File: config.mk
export PLATFORM = sky130hd
export DESIGN_NAME = cmcrc_cell_mem
export DESIGN_NICKNAME = d
export VERILOG_FILES = /design/src/cmcrc_cell_mem.sv
export SDC_FILE = /design/constraint.sdc
export NUM_CORES = 1
export LEC_CHECK = 0
export ABC_CLOCK_PERIOD_IN_PS = 4430
export BUFFER_PORTS_ARGS = -buffer_cell sky130_fd_sc_hd__buf_2
export CORE_MARGIN = 1
export CORE_UTILIZATION = 55
export DETAILED_ROUTE_END_ITERATION = 8
export PLACE_DENSITY = 0.74
export REMOVE_ABC_BUFFERS = 1
export SYNTH_ARGS = -nofsm -noshare
export SYNTH_HDL_FRONTEND = slang
export SYNTH_SLANG_ARGS = --single-unit
File: constraint.sdc
create_clock -name core_clk_i -period 4.43 [get_ports core_clk_i]
set_clock_uncertainty 0.1 [all_clocks]
set_input_delay 0.6645 -clock core_clk_i [delete_from_list [all_inputs] [get_ports core_clk_i]]
set_output_delay 0.6645 -clock core_clk_i [all_outputs]
set_load 0.02 [all_outputs]
File: src/cmcrc_cell_mem.sv
`timescale 1ns/1ps
`default_nettype none

module cmcrc_cell_mem #(
   parameter int WIDTH  = 17,
   parameter int DEPTH  = 32,
   parameter int ADDR_W = 5
) (
   input  wire logic              core_clk_i,
   input  wire logic              wr_en_i,
   input  wire logic [ADDR_W-1:0] wr_addr_i,
   input  wire logic [WIDTH-1:0]  wr_data_i,
   input  wire logic [ADDR_W-1:0] rd_addr_i,
   output logic      [WIDTH-1:0]  rd_data_o
);

   // no reset on the array: contents are defined by the configuration load
   logic [WIDTH-1:0] mem_r [DEPTH];

   always_ff @(posedge core_clk_i) begin
      if (wr_en_i) begin
         mem_r[wr_addr_i] <= wr_data_i;
      end
      rd_data_o <= mem_r[rd_addr_i];
   end

endmodule

`default_nettype wire

==> metrics.md <==
| Metric | Value |
|---|---|
| Synth area leaders | `edfxtp_1, mux2i_1, a22oi_1` |
| Vias per cell | `about 6.1` |
| Levels on crit path | `6` |
| Clock Sinks | `around 560` |
| Power Dens Cells | `approximately 460 nW/µm²` |
| Rel. slew slack | `16.6%` |
| Post-synthesis register bit count | `around 560` |
| Placed cells | `1718` |
| Hold/Removal Path Class | `input port to register` |
| CTS Buffer Depth | `3` |
| Setup crit end | `rd_data_o[11]` |
| Vias | `~11000` |
| Vias in the first global route | `10900` |
| Pre-antenna DRT Iters | `5` |
| Die height | `201 µm` |
| Post-synth EDFFs | `~540` |
| CTS tree | `yes` |
| Worst R2R Path Depth | `5` |
| Outcome | `complete, no violations` |
| Finish-stage setup viols | `0` |
| Tcrit/Tclk final | `55.0%` |
| Max stage delay cell, worst path | `and2_2` |
| Reg2Reg Launch Point | `mem_r[1][11]` |
| Syn Inst Count | `1212` |
| Core Footprint | `just under 40000 µm²` |
| Number of diodes | `0` |
| Setup TNS | `0 ps` |
| DP HPWL | `~27 mm` |
| Layout cell share with drive strength beyond 1 | `14.0%` |
| Grt total ovfl | `0` |
| Setup bufs post-CTS | `0` |
| CP peak stage delay | `870 ps` |
| Pleak | `~8.4 nW` |
| Die width | `approximately 200 µm` |
| Yosys warnings | `0` |
| Hold buffer count at CTS | `0` |
| Delay-heaviest family, CP | `simple AND/OR/NAND/NOR gates` |
| Flop2flop setup slack | `2920 ps` |
| Number of buffers and inverters on the critical path | `2` |
| CTS H-tree lvls | `2` |
| Clock latency at the later pin of the worst-skew pair | `about 590 ps` |
| Yosys top cell area share | `between 70% and 80%` |
| Critical-path cell list | `buf_2 -> and2_2 -> buf_4 -> a21oi_1 -> a31oi_1 -> nand3_1` |
| First-pass GRT wire length | `69.3 mm` |
| Largest area contributor in the netlist | `edfxtp_1` |
| GR Util All Layers | `23.3%` |
| Top-count cell post-synth | `edfxtp_1` |
| CP Capture Type | `register` |
| Max-Cap Viols | `0` |
| Final non-filler cell total | `between 1500 and 2000` |
| WP data required | `roughly 4800 ps` |
| Post-Route WL | `46.3 mm` |
| Fin nets | `about 1300` |
| Starting Density | `a little under three fifths` |
| RSZ-0062 raised after global routing | `false` |
| FF-to-FF End | `rd_data_o[11]` |
| Die ar. | `about 40000 µm²` |
| Port Buffers | `45` |
| Synth unique cells | `25` |
| Placer congestion estimate | `between 0.8 and 0.9` |
| Final Hold Fails | `0` |
| I/O pins | `between 40 and 50` |
| Post-Syn Area | `between 20000 and 25000 µm²` |
| Async S/R FF share, synth | `0%` |
| Type of origin of the critical path | `input port` |
| Antenna viol nets, final | `0` |
| Pwr Total | `between 10 and 15 mW` |
| CP arrival | `2780 ps` |
| Setup CP Type | `input port to register` |
| Post-layout util | `roughly 62%` |
| Top FF cell, synth | `edfxtp_1` |
| Cell Rows | `just over 70` |
| Register area share after synthesis | `~77%` |
| Clock Root Buffer | `clkbuf_16` |
| Layout area overhead | `11.1%` |
| Fmax achieved | `411 MHz` |
| Min Hold Slack | `about 430 ps` |
| Most frequent cells after synthesis | `edfxtp_1, mux2i_1, a22oi_1` |
| CP max FO | `42` |
| Drt initial violations | `around 1200` |
| Minimum clock period | `2430 ps` |
| Detailed-route DRC error count | `0` |
| Worst-Margin Slew | `approximately 1200 ps` |
| Worst vdd rail ir drop | `about 0.00028 V` |
| CTS Buf Count | `53` |
| Initial antenna violation count | `0` |
| Largest net degree at the start of global routing | `75` |
| Avg Cell Area, Syn | `about 18 µm²` |
| WL per Instance | `about 26 µm` |
| Fin. max-slew vios | `0` |
| CTS resizes | `0` |
| Worst-path clk slew | `60 ps` |
| Crit path launch | `rd_addr_i[1]` |
## cell type report
type / instances / area [µm²]
Clock buffer: 76 / 1540
Clock inverter: 21 / 238
Fill cell: 2590 / 14700
Multi-Input combinational cell: 579 / 4640
Sequential cell: 561 / 16700
Tap cell: 518 / 648
Timing Repair Buffer: 60 / 398
## worst min-delay path by stage
stage                  startpoint            end  slack (ps)  depth (start not counted)
finish               rd_addr_i[3]  rd_data_o[10]         430                          3
global route         rd_addr_i[3]  rd_data_o[10]         430                          3
CTS                  rd_addr_i[3]  rd_data_o[10]         410                          3
detailed placement   mem_r[16][7]   rd_data_o[7]         490                          4
global placement     mem_r[16][7]   rd_data_o[7]         490                          4
floorplan           mem_r[16][15]  rd_data_o[15]         450                          4
## through the flow
stage               area (µm²)  setup WS (ps)
floorplan                21200            724
global placement         22400           1500
detailed placement       22400           1430
CTS                      24100           2050
global route             24100           1940
finish                   24100           2000
## sequential cells by signal, summed over array words and instances (netlist names)
name	cells
mem_r	544
rd_data_o	17
## report_power, final
group / total, mW / internal [mW] / switching (mW)
registers: 5.93 / 5.90 / 0.0305
logic: 0.565 / 0.177 / 0.388
clock network: 4.58 / 2.71 / 1.87
total: 11.1 / 8.79 / 2.29
## layout by cell type, fill, tap and decap left out, types with 30 or more instances in the layout
| cell | count |
|---|---|
| nor2_2 | 30 |
| edfxtp_1 | 544 |
| a22oi_1 | 68 |
| a22o_1 | 34 |
| nand2_1 | 35 |
| buf_2 | 44 |
| a21oi_1 | 34 |
| nand3_1 | 36 |
| clkbuf_16 | 53 |
| mux2i_1 | 272 |
## logic make-up after synthesis
group | Yosys count | synth area share [%]
flops | 561 | 76.7
buf+inv | 72 | 2.37
compound gates | 153 | 4.99
simple gates | 154 | 3.40
mux | 272 | 12.5
## worst min-delay path, stage by stage
cell and delay [ps]:
buf_2 160, nand4_1 140, nand3_1 80
## routing by layer
metal	GRT usage, %	wire [µm]
met5	0	0
met4	8.72	1470
met3	3.13	2500
met2	39.2	23200
met1	31.3	19100
Note: power is estimated with default switching activity, not from simulation.
